===== config.mk =====
export PLATFORM = sky130hd
export DESIGN_NAME = rsc_radio_ctrl
export DESIGN_NICKNAME = d
export VERILOG_FILES = /design/src/rtl/rsc_radio_ctrl.v /design/src/rtl/rsc_serial_rx.v
export VERILOG_INCLUDE_DIRS = /design/src /design/src/shared
export SDC_FILE = /design/constraint.sdc
export NUM_CORES = 1
export LEC_CHECK = 0
export ABC_AREA = 1
export BUFFER_PORTS_ARGS = -buffer_cell sky130_fd_sc_hd__buf_2
export CORE_UTILIZATION = 50
export CTS_CLUSTER_SIZE = 30
export DETAILED_ROUTE_END_ITERATION = 12
export GPL_ROUTABILITY_DRIVEN = 1
export PLACE_DENSITY = 0.78
export SLEW_MARGIN = 20
export SYNTH_ARGS = -nofsm -noshare
export SYNTH_HDL_FRONTEND = slang
export SYNTH_SLANG_ARGS = --single-unit
export TNS_END_PERCENT = 10

===== constraint.sdc =====
create_clock -name ref_clk -period 3 [get_ports ref_clk]
set_input_delay 0 -clock ref_clk [delete_from_list [all_inputs] [get_ports ref_clk]]
set_output_delay 0 -clock ref_clk [all_outputs]
set_load 0.02 [all_outputs]

===== src/shared/rsc_defines.vh =====
// Command codes, register addresses, field positions and timing counts.
`ifndef RSC_DEFINES_VH
`define RSC_DEFINES_VH
`define RSC_CMD_GO_OFF      8'hb0
`define RSC_CMD_GO_ON       8'hb1
`define RSC_CMD_GO_RECEIVE  8'hb2
`define RSC_CMD_GO_TRANSMIT 8'hb5
`define RSC_CMD_GO_SLEEP    8'hba
`define RSC_CMD_CONFIGURE   8'hbb
`define RSC_CMD_MEASURE     8'hbc
`define RSC_CMD_IMAGE_CAL   8'hbd
`define RSC_CMD_FILTER_CAL  8'hbe
`define RSC_CMD_LOAD_PREP   8'hbf
`define RSC_CMD_LOAD_DONE   8'hc7
`define RSC_HARDWARE_RESET_COMMAND    8'hc8
`define RSC_ADDR_MODE_CTRL  10'h11a
`define RSC_ADDR_STRENGTH   10'h312
`define RSC_MODE_RESET      8'h00
`define RSC_BIT_FILTER_CAL  3
`define RSC_BIT_EXT_PA      0
`define RSC_BIT_EXT_LNA     1
`define RSC_STEP_CYCLES     8'h08
`define RSC_SETTLE_CYCLES   8'h40
`endif


===== src/rtl/rsc_radio_ctrl.v =====
// Radio state command controller: decodes commands and sequences the radio.
// Behaviour
// - Chip-select low in sleep wakes into off; ready flag then rises.
// - A chip-select wake is not flagged as power-on reset.
// - Timer wake with smart wake set runs the smart wake routine.
// - Timer wake without smart wake or firmware timer lands in off.
// - Go-off in on state enters off and drops RF regulators.
// - Go-on from off powers regulators, filter-calibrates only if enabled.
// - Go-on from transmit ramps PA down, drops PA, stops tx, synth off.
// - Go-on from receive copies strength, drops LNA, powers receive down.
// - Go-sleep from off or on enters sleep, keeping config RAM.
// - Receive from on powers synth and rx, sets channel, settles.
// - Receive while receiving drops LNA, unlocks loops, redoes setup.
// - Receive from transmit ramps PA down, stops tx, then sets up rx.
// - Transmit from on powers synth, sets up, ramps PA, sends data.
// - Transmit while transmitting ramps down, stops tx, redoes setup.
// - Transmit from receive stops rx and skips oscillator calibration.
// - Channel frequency is loaded only by transmit and receive.
// - Configure in off or on loads all parameters from config RAM.
// - Measure in on state powers receiver, stores strength, returns on.
// - Filter calibrate runs only in the on state.
// - Hardware reset works in any state and enters sleep.
// - Load-done in off after load-prepare resets processor and packets.
// - Image calibrate runs only once firmware was loaded.
// - A command byte acts on its last rising serial clock edge.
`timescale 1ns/100ps
`include "rsc_defines.vh"
module rsc_radio_ctrl #(
  parameter STEP = 8,
  parameter SETTLE = 64
) (
  input  wire        ref_clk,
  input  wire        rst_n,
  input  wire        sclk,
  input  wire        csN,
  input  wire        mosi,
  output wire        misoOut,
  output wire        misoOeN,
  input  wire        wakeTimeout,
  input  wire        smartWakeEn,
  input  wire        fwTimerEn,
  input  wire [9:0]  regAddr,
  input  wire [7:0]  regWdata,
  input  wire        regWrite,
  output reg  [7:0]  regRdata,
  input  wire [7:0]  strengthMeas,
  input  wire [23:0] channelFreqCfg,
  output reg  [4:0]  recordedRadioState,
  output reg         cmdReady,
  output reg         powerOnResetFlag,
  output reg         rfRegulatorOn,
  output reg         synthOn,
  output reg         receiverOn,
  output reg         rxLogicOn,
  output reg         txLogicOn,
  output reg         paOn,
  output reg         extPaOn,
  output reg         extLnaOn,
  output reg         loopsLocked,
  output reg  [23:0] channelFreq,
  output reg         configPulse,
  output reg         calPulse,
  output reg         smartWakePulse,
  output reg         procResetPulse,
  output reg         packetClearPulse
);
  localparam [4:0] ST_SLEEP = 5'h01;
  localparam [4:0] ST_OFF   = 5'h02;
  localparam [4:0] ST_ON    = 5'h04;
  localparam [4:0] ST_RX    = 5'h08;
  localparam [4:0] ST_TX    = 5'h10;
  // Sequencer phases, one-hot.
  localparam [6:0] PH_IDLE  = 7'h01;
  localparam [6:0] PH_DOWN  = 7'h02;
  localparam [6:0] PH_CHAN  = 7'h04;
  localparam [6:0] PH_CAL   = 7'h08;
  localparam [6:0] PH_SETL  = 7'h10;
  localparam [6:0] PH_UP    = 7'h20;
  localparam [6:0] PH_MEAS  = 7'h40;

  wire       byteValid;
  wire [7:0] cmdByte;
  wire       selected;
  wire       selFall;
  reg  [7:0] modeCtrl_reg;
  reg  [7:0] strength_reg;
  reg  [6:0] phase_reg;
  reg  [7:0] count_reg;
  reg  [4:0] target_reg;
  reg        skipCal_reg;
  reg        loadPrep_reg;
  reg        fwLoaded_reg;

  rsc_serial_rx u_rx (
    .ref_clk   (ref_clk),
    .rst_n     (rst_n),
    .sclk      (sclk),
    .csN       (csN),
    .mosi      (mosi),
    .byteValid (byteValid),
    .byteData  (cmdByte),
    .selected  (selected),
    .selFall   (selFall)
  );

  // Readiness is shown on the data output while selected; tristated otherwise.
  assign misoOut = cmdReady;
  assign misoOeN = ~selected;

  always @* begin
    case (regAddr)
      `RSC_ADDR_MODE_CTRL: regRdata = modeCtrl_reg;
      `RSC_ADDR_STRENGTH:  regRdata = strength_reg;
      default:             regRdata = 8'h00;
    endcase
  end

  always @(posedge ref_clk or negedge rst_n) begin
    if (!rst_n) begin
      modeCtrl_reg       <= `RSC_MODE_RESET;
      strength_reg       <= 8'h00;
      phase_reg          <= PH_IDLE;
      count_reg          <= 8'h00;
      target_reg         <= ST_OFF;
      skipCal_reg        <= 1'b0;
      loadPrep_reg       <= 1'b0;
      fwLoaded_reg       <= 1'b0;
      recordedRadioState <= ST_OFF;
      cmdReady           <= 1'b1;
      powerOnResetFlag   <= 1'b1;
      rfRegulatorOn      <= 1'b0;
      synthOn            <= 1'b0;
      receiverOn         <= 1'b0;
      rxLogicOn          <= 1'b0;
      txLogicOn          <= 1'b0;
      paOn               <= 1'b0;
      extPaOn            <= 1'b0;
      extLnaOn           <= 1'b0;
      loopsLocked        <= 1'b0;
      channelFreq        <= 24'h000000;
      configPulse        <= 1'b0;
      calPulse           <= 1'b0;
      smartWakePulse     <= 1'b0;
      procResetPulse     <= 1'b0;
      packetClearPulse   <= 1'b0;
    end else begin
      configPulse      <= 1'b0;
      calPulse         <= 1'b0;
      smartWakePulse   <= 1'b0;
      procResetPulse   <= 1'b0;
      packetClearPulse <= 1'b0;
      if (regWrite && regAddr == `RSC_ADDR_MODE_CTRL) begin
        modeCtrl_reg <= regWdata;
      end
      if (count_reg != 8'h00) begin
        count_reg <= count_reg - 8'h01;
      end
      if (byteValid && cmdByte == `RSC_HARDWARE_RESET_COMMAND) begin
        recordedRadioState <= ST_SLEEP;
        phase_reg     <= PH_IDLE;
        count_reg     <= 8'h00;
        rfRegulatorOn <= 1'b0;
        synthOn       <= 1'b0;
        receiverOn    <= 1'b0;
        rxLogicOn     <= 1'b0;
        txLogicOn     <= 1'b0;
        paOn          <= 1'b0;
        extPaOn       <= 1'b0;
        extLnaOn      <= 1'b0;
        loopsLocked   <= 1'b0;
        cmdReady      <= 1'b0;
        fwLoaded_reg  <= 1'b0;
        loadPrep_reg  <= 1'b0;
      end else if (recordedRadioState == ST_SLEEP) begin
        if (selFall) begin
          recordedRadioState <= ST_OFF;
          cmdReady           <= 1'b1;
          powerOnResetFlag   <= 1'b0;
        end else if (wakeTimeout) begin
          if (smartWakeEn) begin
            smartWakePulse <= 1'b1;
          end else if (!fwTimerEn) begin
            recordedRadioState <= ST_OFF;
            cmdReady           <= 1'b1;
            powerOnResetFlag   <= 1'b0;
          end
        end
      end else if (phase_reg != PH_IDLE) begin
        if (count_reg == 8'h00) begin
          case (phase_reg)
            PH_DOWN: begin
              paOn <= 1'b0;
              extPaOn <= 1'b0;
              txLogicOn <= 1'b0;
              extLnaOn <= 1'b0;
              loopsLocked <= 1'b0;
              rxLogicOn <= 1'b0;
              if (target_reg == ST_ON) begin
                if (recordedRadioState == ST_RX) begin
                  strength_reg <= strengthMeas;
                end
                synthOn    <= 1'b0;
                receiverOn <= 1'b0;
                recordedRadioState <= ST_ON;
                phase_reg  <= PH_IDLE;
                cmdReady   <= 1'b1;
              end else begin
                receiverOn <= (target_reg == ST_RX);
                synthOn    <= 1'b1;
                phase_reg  <= PH_CHAN;
                count_reg  <= STEP[7:0];
              end
            end
            PH_CHAN: begin
              channelFreq <= channelFreqCfg;
              phase_reg   <= skipCal_reg ? PH_SETL : PH_CAL;
              count_reg   <= skipCal_reg ? SETTLE[7:0] : STEP[7:0];
            end
            PH_CAL: begin
              calPulse  <= 1'b1;
              phase_reg <= PH_SETL;
              count_reg <= SETTLE[7:0];
            end
            PH_SETL: begin
              phase_reg <= PH_UP;
              count_reg <= STEP[7:0];
            end
            PH_UP: begin
              if (target_reg == ST_RX) begin
                rxLogicOn   <= 1'b1;
                loopsLocked <= 1'b1;
                extLnaOn    <= modeCtrl_reg[`RSC_BIT_EXT_LNA];
              end else if (target_reg == ST_TX) begin
                txLogicOn <= 1'b1;
                extPaOn   <= modeCtrl_reg[`RSC_BIT_EXT_PA];
                paOn      <= 1'b1;
              end else begin
                calPulse  <= 1'b1;
              end
              recordedRadioState <= target_reg;
              phase_reg <= PH_IDLE;
              cmdReady  <= 1'b1;
            end
            PH_MEAS: begin
              strength_reg <= strengthMeas;
              receiverOn   <= 1'b0;
              phase_reg    <= PH_IDLE;
              cmdReady     <= 1'b1;
            end
            default: phase_reg <= PH_IDLE;
          endcase
        end
      end else if (byteValid) begin
        case (cmdByte)
          `RSC_CMD_GO_OFF: if (recordedRadioState == ST_ON) begin
            rfRegulatorOn      <= 1'b0;
            recordedRadioState <= ST_OFF;
          end
          `RSC_CMD_GO_ON: begin
            if (recordedRadioState == ST_OFF) begin
              rfRegulatorOn <= 1'b1;
              target_reg    <= ST_ON;
              if (modeCtrl_reg[`RSC_BIT_FILTER_CAL]) begin
                phase_reg <= PH_UP;
                count_reg <= STEP[7:0];
                cmdReady  <= 1'b0;
              end else begin
                recordedRadioState <= ST_ON;
              end
            end else if (recordedRadioState == ST_RX ||
                         recordedRadioState == ST_TX) begin
              target_reg <= ST_ON;
              phase_reg  <= PH_DOWN;
              count_reg  <= STEP[7:0];
              cmdReady   <= 1'b0;
            end
          end
          `RSC_CMD_GO_SLEEP:
            if (recordedRadioState == ST_OFF ||
                recordedRadioState == ST_ON) begin
              rfRegulatorOn      <= 1'b0;
              recordedRadioState <= ST_SLEEP;
              cmdReady           <= 1'b0;
            end
          `RSC_CMD_GO_RECEIVE, `RSC_CMD_GO_TRANSMIT:
            if (recordedRadioState == ST_ON ||
                recordedRadioState == ST_RX ||
                recordedRadioState == ST_TX) begin
              target_reg <= (cmdByte == `RSC_CMD_GO_RECEIVE) ? ST_RX : ST_TX;
              skipCal_reg <= (cmdByte == `RSC_CMD_GO_TRANSMIT) &&
                             (recordedRadioState == ST_RX);
              phase_reg  <= PH_DOWN;
              count_reg  <= STEP[7:0];
              cmdReady   <= 1'b0;
            end
          `RSC_CMD_CONFIGURE:
            if (recordedRadioState == ST_OFF ||
                recordedRadioState == ST_ON) begin
              configPulse <= 1'b1;
            end
          `RSC_CMD_MEASURE: if (recordedRadioState == ST_ON) begin
            receiverOn <= 1'b1;
            phase_reg  <= PH_MEAS;
            count_reg  <= SETTLE[7:0];
            cmdReady   <= 1'b0;
          end
          `RSC_CMD_FILTER_CAL: if (recordedRadioState == ST_ON) begin
            calPulse <= 1'b1;
          end
          `RSC_CMD_IMAGE_CAL:
            if (fwLoaded_reg && recordedRadioState == ST_ON) begin
              calPulse <= 1'b1;
            end
          `RSC_CMD_LOAD_PREP: loadPrep_reg <= 1'b1;
          `RSC_CMD_LOAD_DONE:
            if (recordedRadioState == ST_OFF && loadPrep_reg) begin
              procResetPulse   <= 1'b1;
              packetClearPulse <= 1'b1;
              fwLoaded_reg     <= 1'b1;
              loadPrep_reg     <= 1'b0;
            end
          default: loadPrep_reg <= loadPrep_reg;
        endcase
      end
    end
  end
endmodule // rsc_radio_ctrl


===== src/rtl/rsc_serial_rx.v =====
// Serial command receiver: samples the link pins and assembles bytes.
`timescale 1ns/100ps
module rsc_serial_rx (
  input  wire       ref_clk,
  input  wire       rst_n,
  input  wire       sclk,
  input  wire       csN,
  input  wire       mosi,
  output reg        byteValid,
  output reg  [7:0] byteData,
  output reg        selected,
  output reg        selFall
);
  reg [2:0] sclkSync;
  reg [2:0] csSync;
  reg [2:0] mosiSync;
  reg [2:0] bitCount;
  reg [6:0] shiftReg;
  reg       sclkEdgeSeen;
  wire      sclkRise;
  wire      csLow;

  // A change counts once the second and third stages agree.
  assign sclkRise = sclkSync[1] & sclkSync[2] & ~sclkEdgeSeen;
  assign csLow    = ~csSync[1] & ~csSync[2];

  always @(posedge ref_clk or negedge rst_n) begin
    if (!rst_n) begin
      sclkSync  <= 3'h0;
      csSync    <= 3'h7;
      mosiSync  <= 3'h0;
      bitCount  <= 3'h0;
      shiftReg  <= 7'h00;
      byteValid <= 1'b0;
      byteData  <= 8'h00;
      selected  <= 1'b0;
      selFall   <= 1'b0;
    end else begin
      sclkSync  <= {sclkSync[1:0], sclk};
      csSync    <= {csSync[1:0], csN};
      mosiSync  <= {mosiSync[1:0], mosi};
      byteValid <= 1'b0;
      selFall   <= csLow & ~selected;
      if (csSync[1] == csSync[2]) begin
        selected <= ~csSync[2];
      end
      if (!selected) begin
        bitCount <= 3'h0;
      end else if (sclkRise) begin
        shiftReg <= {shiftReg[5:0], mosiSync[2]};
        bitCount <= bitCount + 3'h1;
        if (bitCount == 3'h7) begin
          byteValid <= 1'b1;
          byteData  <= {shiftReg, mosiSync[2]};
        end
      end
    end
  end

  // Remembers the agreed clock level so each rising edge counts once.
  always @(posedge ref_clk or negedge rst_n) begin
    if (!rst_n) begin
      sclkEdgeSeen <= 1'b0;
    end else if (sclkSync[1] == sclkSync[2]) begin
      sclkEdgeSeen <= sclkSync[2];
    end
  end
endmodule // rsc_serial_rx


Word level (Yosys, flattened, before mapping)
Index checks and enable logic that the tools add are counted.

word-level totals
  register bits after elaboration = 112
  bits of input ports = 59
  output and inout bits = 55

operators by class
  bitwise gates (word level) = 11
  muxes and demuxes = 168
  equal/unequal tests = 69
  reductions and logical operators = 49
  add/sub/neg operators = 2

operators by type and width
  cell                count
  $mux 8              14
  $mux 1              101
  $eq 8x8->1 const B  12
  $mux 5              19
  $mux 7              11
  $ne 5x5->1 const B  9
  $pmux 8 s2          2
  $pmux 8 s4          1
  $pmux 7 s4          1
  $reduce_and 5->1    5
  $ne 3x3->1 const B  8
  $pmux 8 s3          1
  $pmux 7 s3          1
  $reduce_and 7->1    3
  $pmux 5 s2          2
  $pmux 1 s2          9
  $reduce_and 6->1    3
  $reduce_bool 2->1   9
  $ne 4x3->1 const B  4
  $pmux 5 s3          1
  $reduce_bool 3->1   5
  $reduce_and 13->1   1
  $ne 2x2->1 const B  6
  $ne 6x6->1 const B  2
  other kinds (43)    69

Logic depth before layout (Yosys ltp)
Gate-level depths: netlist of the first run.

  word-level depth = 9
  gate-level depth with buffers = 14
  gate-level depth less buffers = 13

Cells and area by module
Synthesis of the first run repeated with hierarchy kept, for this count alone.

second synthesis, totals
  cell total of the unflattened synthesis = 761
  area, all modules = 5985.7 µm²

by module, submodules not included
  module          area an instance (µm²)  instances  cells each  seq. area each (µm²)
  rsc_radio_ctrl  4823.4                  1          651         2008.2
  rsc_serial_rx   1162.4                  1          110         779.5

Least setup slack after synthesis of the first run
OpenSTA, ideal clock, no wires.

  kind = register -> register
  from = register recordedRadioState[3]
  to = register channelFreq[10]
  slack = 1203 ps
  library setup time = 125 ps
  data required time = 2875 ps
  arrival time = 1672 ps
  stages on the path, launching flop included = 8
  cell sequence = dfrtp_1 nor2_4 nand4_4 nand2_1 inv_2 nand3_4 buf_6 mux2_4

on the way
  word-level cells in the longest chain between the ends = 3

RTL lines
  element                     line                  source
  start: declaration          rsc_radio_ctrl.v:48   output reg [4:0] recordedRadioState,
  start signal: assignment    rsc_radio_ctrl.v:240  recordedRadioState <= target_reg;
  $eq 5x1->1                  rsc_radio_ctrl.v:174  end else if (recordedRadioState == ST_SLEEP) begin
  $not 1->1 (no line)         --
  $reduce_and 5->1 (no line)  --
  end signal: assignment      rsc_radio_ctrl.v:215  channelFreq <= channelFreqCfg;
  end: declaration            rsc_radio_ctrl.v:60   output reg [23:0] channelFreq,

No other way between the ends.
A chain may end at the register's enable or synchronous reset.

Worst setup path after layout of the first run
  from = register u_rx.byteData[1]
  to = register strength_reg[5]

on the way
  word-level cells in the longest chain between the ends = 4

RTL lines
  element                      line                  source
  start: declaration           rsc_serial_rx.v:10    output reg [7:0] byteData,
  start signal: assignment     rsc_serial_rx.v:54    byteData <= {shiftReg, mosiSync[2]};
  $eq 8x8->1 (no line)         --
  $logic_and 1x1->1 (no line)  --
  $not 1->1 (no line)          --
  $reduce_and 7->1 (no line)   --
  end signal: assignment       rsc_radio_ctrl.v:200  strength_reg <= strengthMeas;
  end signal: assignment       rsc_radio_ctrl.v:245  strength_reg <= strengthMeas;
  end: declaration             rsc_radio_ctrl.v:86   reg [7:0] strength_reg;

No other way between the ends.

==> results of run 1 <==
cell type report:
type	count	area, um2
Fill cell	921	4095
Sequential cell	111	2788
Multi-Input combinational cell	461	2788
Timing Repair Buffer	162	1064
Inverter	101	386.6
Clock buffer	9	225.2
Tap cell	143	178.9
Clock inverter	7	88.84
stage by stage:
stage	instance area, um2	std cells	hold slack [ns]	setup WS, ns	utilization [%]
detailed placement	6744	932	0.08833	0.8333	58.07
global placement	6744	932	0.08644	0.9014	58.07
finish	7518	994	0.02643	0.7319	64.74
global route	7518	994	0.06725	0.5505	64.74
CTS	7518	994	0.02718	0.8208	64.74
floorplan	6068	685	-0.2956	1.203	-
what timing repair did:
action / 4_1_cts / 5_1_grt
hold buffers: 46 / 0
buffers inserted: 0 / 0
hold endpoints to repair: 92 / 0
tightest hold or removal path: cells and delay by family:
family / cells / cell delay, ns
buffers and inverters: 2 / 0.12
AOI/OAI and AO/OA: 2 / 0.24
layer usage:
metal,vias to the layer above,part of all wire (%)
met3,49,6.4
met1,2451,42
met5,-,0
met4,0,3.7
met2,228,48
li1,2546,-
synth_stat cells, drive strengths merged, types with 2 or more instances:
master / instances / area [um2]
clkbuf: 3 / 11.26
inv: 99 / 376.6
o21bai: 2 / 18.77
o31ai: 3 / 22.52
nand3: 40 / 237.7
nand4: 14 / 108.9
dfrtp: 103 / 2577
xor2: 3 / 26.28
nand2: 168 / 710.7
nor4: 3 / 33.78
mux2: 34 / 457.9
clkinv: 2 / 10.01
o22ai: 3 / 18.77
ha: 5 / 62.56
nor2: 86 / 442.9
a21boi: 2 / 26.28
nor3: 11 / 60.06
a32o: 5 / 50.05
or2: 2 / 12.51
a21oi: 14 / 81.33
dfstp: 8 / 210.2
o21ai: 58 / 350.3
buf: 9 / 95.09
a22o: 2 / 17.52
path summary, 6_finish.rpt:
kind | slack (ns) | start | cells past startpoint | to
worst min register to register | 0.35 | u_rx.mosiSync[0] | 0 | u_rx.mosiSync[1]
max in group asynchronous | 1.97 | rst_n | 3 | recordedRadioState[1]
worst max-delay path | 0.73 | u_rx.byteData[1] | 11 | strength_reg[5]
worst max register to register | 0.73 | u_rx.byteData[1] | 11 | strength_reg[5]
worst min-delay path | 0.03 | wakeTimeout | 4 | powerOnResetFlag
min in group asynchronous | 0.26 | rst_n | 2 | count_reg[5]
cell families (layout without fill, tap and decap cells):
kind of cell	count (synthesis)	count (layout)
buffers and inverters	113	279
muxes	34	34
DFF	111	111
and+or+nand+nor	326	326
xor gates and xnor gates	4	4
AOI/OAI and AO/OA	92	92
adders and majority gates	5	5
power breakdown:
| group | switching, W | internal, W |
|---|---|---|
| logic | 0.000126 | 0.000124 |
| clock network | 0.000574 | 0.000667 |
| registers | 0.0000306 | 0.00155 |
| total | 0.000730 | 0.00235 |
==> flow_summary.yaml, run 1 <==
run_status:
  outcome: "finished with violations"
  violations: "design-rule violations"
synthesis:
  ys_ff_latch: 111
  syn_nets: 749
  yosysUniqueCellTypes: 51
  synth_cells: 685
  netlist_area_mm2: 0.006068
  synth_top_family_by_area: "simple AND/OR/NAND/NOR gates"
  synthSimpleGateAreaFrac_pct: 26.72
  synthArstFlopShare_pct: 100.0
  synth_compound_area_share_pct: 10.06
  yosysSeqAreaShare_pct: 45.94
  synth_edf_count: 0
  synthAdderAreaFrac_pct: 1.031
  synth_mux_area_share_pct: 7.546
  synth_top_flop_cell: "dfrtp_1"
  synth_xor_area_share_pct: 0.5773
  yosysWarnings: 0
  avgSynthCellArea_um2: 8.859
cells_and_area:
  num_antenna_cells: 0
  fin_nets: 910
  area_growth_pct: 23.90
  final_cell_mix: "nand2_1, buf_2, dfrtp_1"
  largest_reg_flops: 24
  top_register: "channelFreq"
  layout_commonest_cell: "nand2_1"
  drive_above_1_share_pct: 30.20
grt:
  grt_max_degree: 59
  grt_pass1_wl_um: 24360
  grt_pass1_vias: 5141
  grt_use_met2_pct: 39.83
  antenna_found_initial: 0
  grt_overflow: 0
  met1_usage_pct: 31.20
  met3_usage_pct: 4.104
  grt.total_usage_pct: 24.25
  grt-busiest-layer: "met2"
run:
  drv_cap: 0
routing:
  firstDrtPassIters: 9
  ant_nets: 0
  avgViaCountPerCell: 5.306
  wirelength_um: 14350
  routedWlPerCell_um: 14.44
  drt-initial-drc-count: 400
  drc: 2
  num_vias: 5274
setup_path:
  crit_arrival_ns: 2.49
  cp_slowest_cell: "dfrtp_1"
  critPathCaptureType: "register"
  cp_slowest_stage_delay_ns: 0.45
  cpMostUsedCell: "inv_2"
  startpoint_type: "register"
  cp_num_buf_inv: 3
  worstSetupPathType: "register to register"
  crit_family: "simple AND/OR/NAND/NOR gates"
  path_cells: "inv_2 -> nand2_2 -> nor2_2 -> nand2_4 -> inv_2 -> nor2_4 -> inv_2 -> nor2_2 -> nand4_2 -> nand2_1 -> o21ai_2"
  critPathMaxFanout: 17
  crit_required_ns: 3.22
timing:
  relSlewSlack_pct: 55.32
  drv_slew: 0
  finalSetupViolCount: 0
  fmax_mhz: 440.9
  fin_crit_sh_pct: 75.60
  rsz0062_at_grt: "false"
  period_minus_slack_ns: 2.268
  final_hold_viol_count: 0
  fin_skew_ns: 0.009965
  setup_tns_ns: 0
  worstMarginPinSlew_ns: 0.6534
clock_tree:
  cts_buffer_depth: 2
  clock-sinks: 111
  cts_tree: "yes"
  ctsHtreeMaxLevel: 3
  path_clk_slew_ns: 0.08
  numCtsBuffers: 9
  cts_resized: 0
  clk-insertion-delay-late_ns: 0.35
  cts-root-buf: "clkbuf_16"
floorplan:
  initial_utilization_pct: 52.25
  fp.dieH_um: 112.2
  ios: 114
  die_x_um: 112.2
  core_mm2: 0.01161
  fp-row-count: 39
  die_area_mm2: 0.01258
power_and_ir_drop:
  totalPowerFinal_w: 0.003076
  p_leak_nw: 3.990
  powerDensity_mw_per_mm2: 409.2
  peakVddDrop_mv: 0.3157
place:
  place.gp.congestion: 0.9685
  dp.final_hpwl_um: 9922
  portBuffers: 113
worst_hold_path:
  hold_class: "input pin to register"
Power figures use the tool's default switching activity.
==> run 2, diff against run 1 <==
--- a/config.mk
+++ b/config.mk
@@ -12,7 +12,7 @@
 export CTS_CLUSTER_SIZE = 30
 export DETAILED_ROUTE_END_ITERATION = 12
 export GPL_ROUTABILITY_DRIVEN = 1
-export PLACE_DENSITY = 0.78
+export PLACE_DENSITY = 0.81
 export SLEW_MARGIN = 20
 export SYNTH_ARGS = -nofsm -noshare
 export SYNTH_HDL_FRONTEND = slang
==> constraint.sdc (replaced) <==
create_clock -name ref_clk -period 1.9 [get_ports ref_clk]
set_input_delay 0 -clock ref_clk [delete_from_list [all_inputs] [get_ports ref_clk]]
set_output_delay 0 -clock ref_clk [all_outputs]
set_load 0.02 [all_outputs]
==> run 2 against run 1 <==
  * The run ends with design-rule violations, negative setup slack left
  * Clock power increased by 56%
  * Global-route usage increased by 1.5 points
  * Worst setup slack got worse by 0.75 ns
==> flow_summary.yaml, run 2 (synthesized netlist as in run 1, its figures left out) <==
grt:
  grt_overflow: 0
  grt_max_degree: 68
  grt.total_usage_pct: 25.77
  antenna_found_initial: 0
  grt_pass1_wl_um: 25470
  grt_pass1_vias: 5402
routing:
  drc: 1
  routedWlPerCell_um: 14.99
  avgViaCountPerCell: 5.212
  firstDrtPassIters: 9
  num_vias: 5379
  drt-initial-drc-count: 360
  ant_nets: 0
  wirelength_um: 15470
cells_and_area:
  fill_cells: 869
  largest_reg_flops: 24
  seq_area_mm2: 0.002789
  area_growth_pct: 31.40
  multi_input_area_mm2: 0.002903
  top_register: "channelFreq"
  layout_commonest_cell: "nand2_1"
  fin_nets: 948
  final_cell_mix: "nand2_1, buf_2, dfrtp_1"
  final_area_mm2: 0.007974
  num_antenna_cells: 0
  drive_above_1_share_pct: 35.21
worst_hold_path:
  min_from: "wakeTimeout"
  min_path_cells: 4
  hold_class: "input pin to register"
  min_to: "powerOnResetFlag"
timing:
  finalSetupViolCount: 7
  layout_setup_ws_ns: -0.01572
  relSlewSlack_pct: 63.81
  period_minus_slack_ns: 1.916
  fin_crit_sh_pct: 100.8
  rsz0062_at_grt: "true"
  final_hold_viol_count: 0
  fin_skew_ns: 0.01160
  drv_slew: 0
  fmax_mhz: 522.0
  worstMarginPinSlew_ns: 0.5429
  setup_tns_ns: -0.03371
floorplan:
  ios: 114
  die_x_um: 112.2
  fp.dieH_um: 112.2
  core_mm2: 0.01161
  initial_utilization_pct: 52.25
  die_area_mm2: 0.01258
  fp-row-count: 39
setup_path:
  r2r_slack_ns: -0.02
  worstSetupPathType: "register to register"
  cp_slowest_stage_delay_ns: 0.55
  crit_arrival_ns: 2.16
  reg2reg_to: "channelFreq[0]"
  critPathCaptureType: "register"
  startpoint_type: "register"
  path_cells: "inv_2 -> nor2_2 -> nand2_2 -> nor2_8 -> inv_8 -> nand2_4 -> inv_4 -> nand3_4 -> buf_12 -> mux2_2"
  r2r_cells: 10
  r2r_start: "phase_reg[0]"
  critPathMaxFanout: 7
  crit_required_ns: 2.15
  cp_slowest_cell: "dfstp_2"
run_status:
  outcome: "finished with violations"
  violations: "design-rule violations, negative setup slack"
power_and_ir_drop:
  p_leak_nw: 4.207
  peakVddDrop_mv: 0.7970
  powerDensity_mw_per_mm2: 606.6
place:
  place_area_mm2: 0.007007
  dp.final_hpwl_um: 10520
  portBuffers: 113
  place_ws_ns: -0.1401
  place.gp.congestion: 0.9518
clock_tree:
  cts-root-buf: "clkbuf_16"
  ctsHtreeMaxLevel: 3
  numCtsBuffers: 9
  path_clk_slew_ns: 0.07
  clk-insertion-delay-late_ns: 0.36
  clock-sinks: 111
  cts_tree: "yes"
  cts_buffer_depth: 2
run:
  drv_cap: 0
-- run 2: changes by cell type in the layout (fill, tap and decap cells not counted), sizes merged --
| cell | previous run | this run |
|---|---|---|
| clkinv | 5 | 2 |
| buf | 116 | 152 |
| clkbuf | 9 | 12 |
| nor2 | 86 | 87 |
| clkinvlp | 0 | 1 |
-- run 2: final cells by class --
cell class,instances,area share [%]
clock buffers,11,2.919
clock inverters,5,0.8316
inverters,101,4.974
multi-input cells,462,36.40
flip-flops and latches,111,34.98
well taps,143,2.244
repair buffers,199,17.65
-- run 2: worst max-delay path: cells and delay by family, from the launching register on --
| family | cells | cell delay (ns) |
|---|---|---|
| AND/OR/NAND/NOR | 5 | 0.60 |
| flip-flops | 1 | 0.55 |
| multiplexers | 1 | 0.34 |
| buffers and inverters | 4 | 0.31 |
-- run 2: metal layers --
layer | share of wire (%) | up-vias | global-route usage, %
li1 | - | 2615 | -
met1 | 41 | 2529 | 30.80
met4 | 3.2 | 0 | 12.27
met3 | 6.0 | 41 | 5.778
met5 | 0 | - | 0
met2 | 50 | 194 | 44.27
-- run 2: repair_timing --
action | in CTS | in global routing
resized for setup | 2 | 36
setup buffers | 0 | 6
cloned | 0 | 2
pin swaps | 0 | 13
hold buffers | 46 | 0
endpoints found under the hold margin | 152 | 0
setup endpoints to repair | 1 | 60
-- run 2: worst max path at each step --
stage / startpoint / end / depth (start not counted)
finish: phase_reg[0] / channelFreq[0] / 10
global route: phase_reg[0] / channelFreq[0] / 10
CTS: count_reg[1] / extLnaOn / 12
detailed placement: phase_reg[0] / configPulse / 7
global placement: phase_reg[0] / configPulse / 7
floorplan: recordedRadioState[3] / channelFreq[10] / 7
-- run 2: report_power, final --
part           internal [W]  total (W)  switching [W]
Clock               0.00104    0.00193       0.000891
Sequential          0.00245    0.00250      0.0000493
Combinational      0.000199   0.000399       0.000200
-- run 2: through the flow --
step | hold slack, ns | std cells | util (%) | total power, W
5_1_grt | 0.03605 | 1032 | 68.66 | 0.005018
4_1_cts | 0.003571 | 1024 | 66.93 | 0.004867
3_5_place_dp | 0.03093 | 962 | 60.33 | 0.002868
6_report | 0.005119 | 1032 | 68.66 | 0.004837
3_3_place_gp | 0.03069 | 962 | 60.33 | 0.002855
2_1_floorplan | -0.2956 | 685 | - | 0.002688
==> run 3, diff against run 2 <==
--- a/config.mk
+++ b/config.mk
@@ -8,10 +8,13 @@
 export LEC_CHECK = 0
 export ABC_AREA = 1
 export BUFFER_PORTS_ARGS = -buffer_cell sky130_fd_sc_hd__buf_2
+export CAP_MARGIN = 20
 export CORE_UTILIZATION = 50
+export CTS_BUF_LIST = sky130_fd_sc_hd__clkbuf_4
 export CTS_CLUSTER_SIZE = 30
 export DETAILED_ROUTE_END_ITERATION = 12
 export GPL_ROUTABILITY_DRIVEN = 1
+export HOLD_SLACK_MARGIN = 0.02
 export PLACE_DENSITY = 0.81
 export SLEW_MARGIN = 20
 export SYNTH_ARGS = -nofsm -noshare
==> run 3 against run 2 <==
  * The flow still finishes with violations (design-rule violations, negative setup slack)
  * Worst setup slack improved by 0.0034 ns
  * Wire length up 3.1%
  * Clock power down 35%
  * Final cell count is 0.97% higher
  * Critical endpoint is now channelFreq[21]
==> flow_summary.yaml, run 3 (synthesized netlist as in run 1, its figures left out) <==
routing:
  drc: 1
  firstDrtPassIters: 9
  ant_nets: 0
  avgViaCountPerCell: 5.250
  num_vias: 5471
  routedWlPerCell_um: 15.30
  wirelength_um: 15940
  drt-initial-drc-count: 433
timing:
  worstMarginPinSlew_ns: 0.5511
  fmax_mhz: 522.9
  final_hold_viol_count: 0
  finalSetupViolCount: 10
  rsz0062_at_grt: "true"
  fin_skew_ns: 0.02720
  layout_setup_ws_ns: -0.01236
  whs_ns: 0.1260
  relSlewSlack_pct: 63.26
  setup_tns_ns: -0.06775
  fin_crit_sh_pct: 100.7
  drv_slew: 0
  period_minus_slack_ns: 1.912
setup_path:
  critPathMaxFanout: 16
  critPathCaptureType: "register"
  r2r_slack_ns: -0.01
  crit_required_ns: 2.29
  startpoint_type: "register"
  crit_family: "flip-flops"
  cp_slowest_stage_delay_ns: 0.58
  cp_slowest_cell: "dfstp_2"
  path_cells: "inv_2 -> nor2_2 -> nand2_2 -> nor2_8 -> inv_6 -> nand2_2 -> inv_2 -> nand3_4 -> buf_12 -> mux2_4"
  worstSetupPathType: "register to register"
  crit_arrival_ns: 2.30
  cp_num_buf_inv: 4
run_status:
  violations: "design-rule violations, negative setup slack"
  outcome: "finished with violations"
grt:
  grt_pass1_wl_um: 25740
  grt_overflow: 0
  grt_max_degree: 68
  antenna_found_initial: 0
  grt_pass1_vias: 5425
  grt.total_usage_pct: 26.13
cells_and_area:
  num_antenna_cells: 0
  fin_util_pct: 68.34
  final_cell_mix: "nand2_1, buf_2, dfrtp_1"
  area_growth_pct: 30.78
  layout_commonest_cell: "nand2_1"
  drive_above_1_share_pct: 35.48
  largest_reg_flops: 24
  top_register: "channelFreq"
  fin_nets: 958
place:
  place.gp.congestion: 0.9518
  portBuffers: 113
  place_ws_ns: -0.1401
  dp.final_hpwl_um: 10520
worst_hold_path:
  hold_class: "input pin to async pin"
run:
  drv_cap: 0
clock_tree:
  cts-root-buf: "clkbuf_4"
  ctsHtreeMaxLevel: 3
  clock-sinks: 111
  clk-insertion-delay-late_ns: 0.50
  path_clk_slew_ns: 0.18
  cts_tree: "yes"
  numCtsBuffers: 9
  cts_buffer_depth: 2
power_and_ir_drop:
  peakVddDrop_mv: 0.7258
  totalPowerFinal_w: 0.004167
  powerDensity_mw_per_mm2: 525.1
  p_leak_nw: 4.189
floorplan:
  fp.dieH_um: 112.2
  fp-row-count: 39
  core_mm2: 0.01161
  die_x_um: 112.2
  initial_utilization_pct: 52.25
  ios: 114
  die_area_mm2: 0.01258
[run 3: cell types whose count changed in the layout (fill, tap and decap cells not counted), moves of 3 or more]
cell           change
dlygate4sd3_1     +11
clkbuf_4          +11
dfrtp_2            +3
dfrtp_1            -3
inv_4              -3
clkbuf_16         -10
[run 3: power breakdown]
group          internal (W)  switching [W]
clock network      0.000450       0.000799
logic              0.000206       0.000204
registers           0.00246      0.0000516
[run 3: path summary, 6_finish.rpt]
check	depth (start not counted)	from	to
max	10	phase_reg[0]	channelFreq[21]
min reg2reg	0	u_rx.csSync[1]	u_rx.csSync[2]
max reg2reg	10	phase_reg[0]	channelFreq[21]
max in group asynchronous	4	rst_n	powerOnResetFlag
min in group ref_clk	2	csN	u_rx.csSync[0]
min	3	rst_n	strength_reg[7]
[run 3: final cells by class]
cell class | instances | area, um2
fillers | 896 | 3677
multi-input cells | 462 | 2919
flip-flops and latches | 111 | 2793
repair buffers | 209 | 1505
inverters | 101 | 391.6
well taps | 143 | 178.9
clock buffers | 11 | 82.58
clock inverters | 5 | 66.31
[run 3: worst register-to-register path, delay by kind of cell, from the launching register on]
kind                   cells  cell delay [ns]
AND/OR/NAND/NOR            5             0.57
flip-flops                 1             0.58
buffers and inverters      4             0.37
multiplexers               1             0.31
[run 3: per-stage QoR]
step | cell area [um2] | instances
floorplan | 6068 | 685
global placement | 7007 | 962
detailed placement | 7007 | 962
CTS | 7737 | 1035
global route | 7936 | 1042
finish | 7936 | 1042
[run 3: layer usage]
metal / part of all wire [%] / vias up / global-route usage [%]
met2: 51 / 199 / 46.17
met3: 6.4 / 43 / 7.397
met4: 3.2 / 0 / 9.778
met1: 39 / 2588 / 30.17
met5: 0 / - / 0
li1: - / 2641 / -
[run 3: repair_timing]
item | CTS | global route
hold endpoints to repair | 156 | 0
gates resized for setup | 3 | 39
setup endpoints to repair | 1 | 62
hold buffers | 57 | 0
cloned | 0 | 1
buffers inserted | 0 | 6
pin swaps | 0 | 18
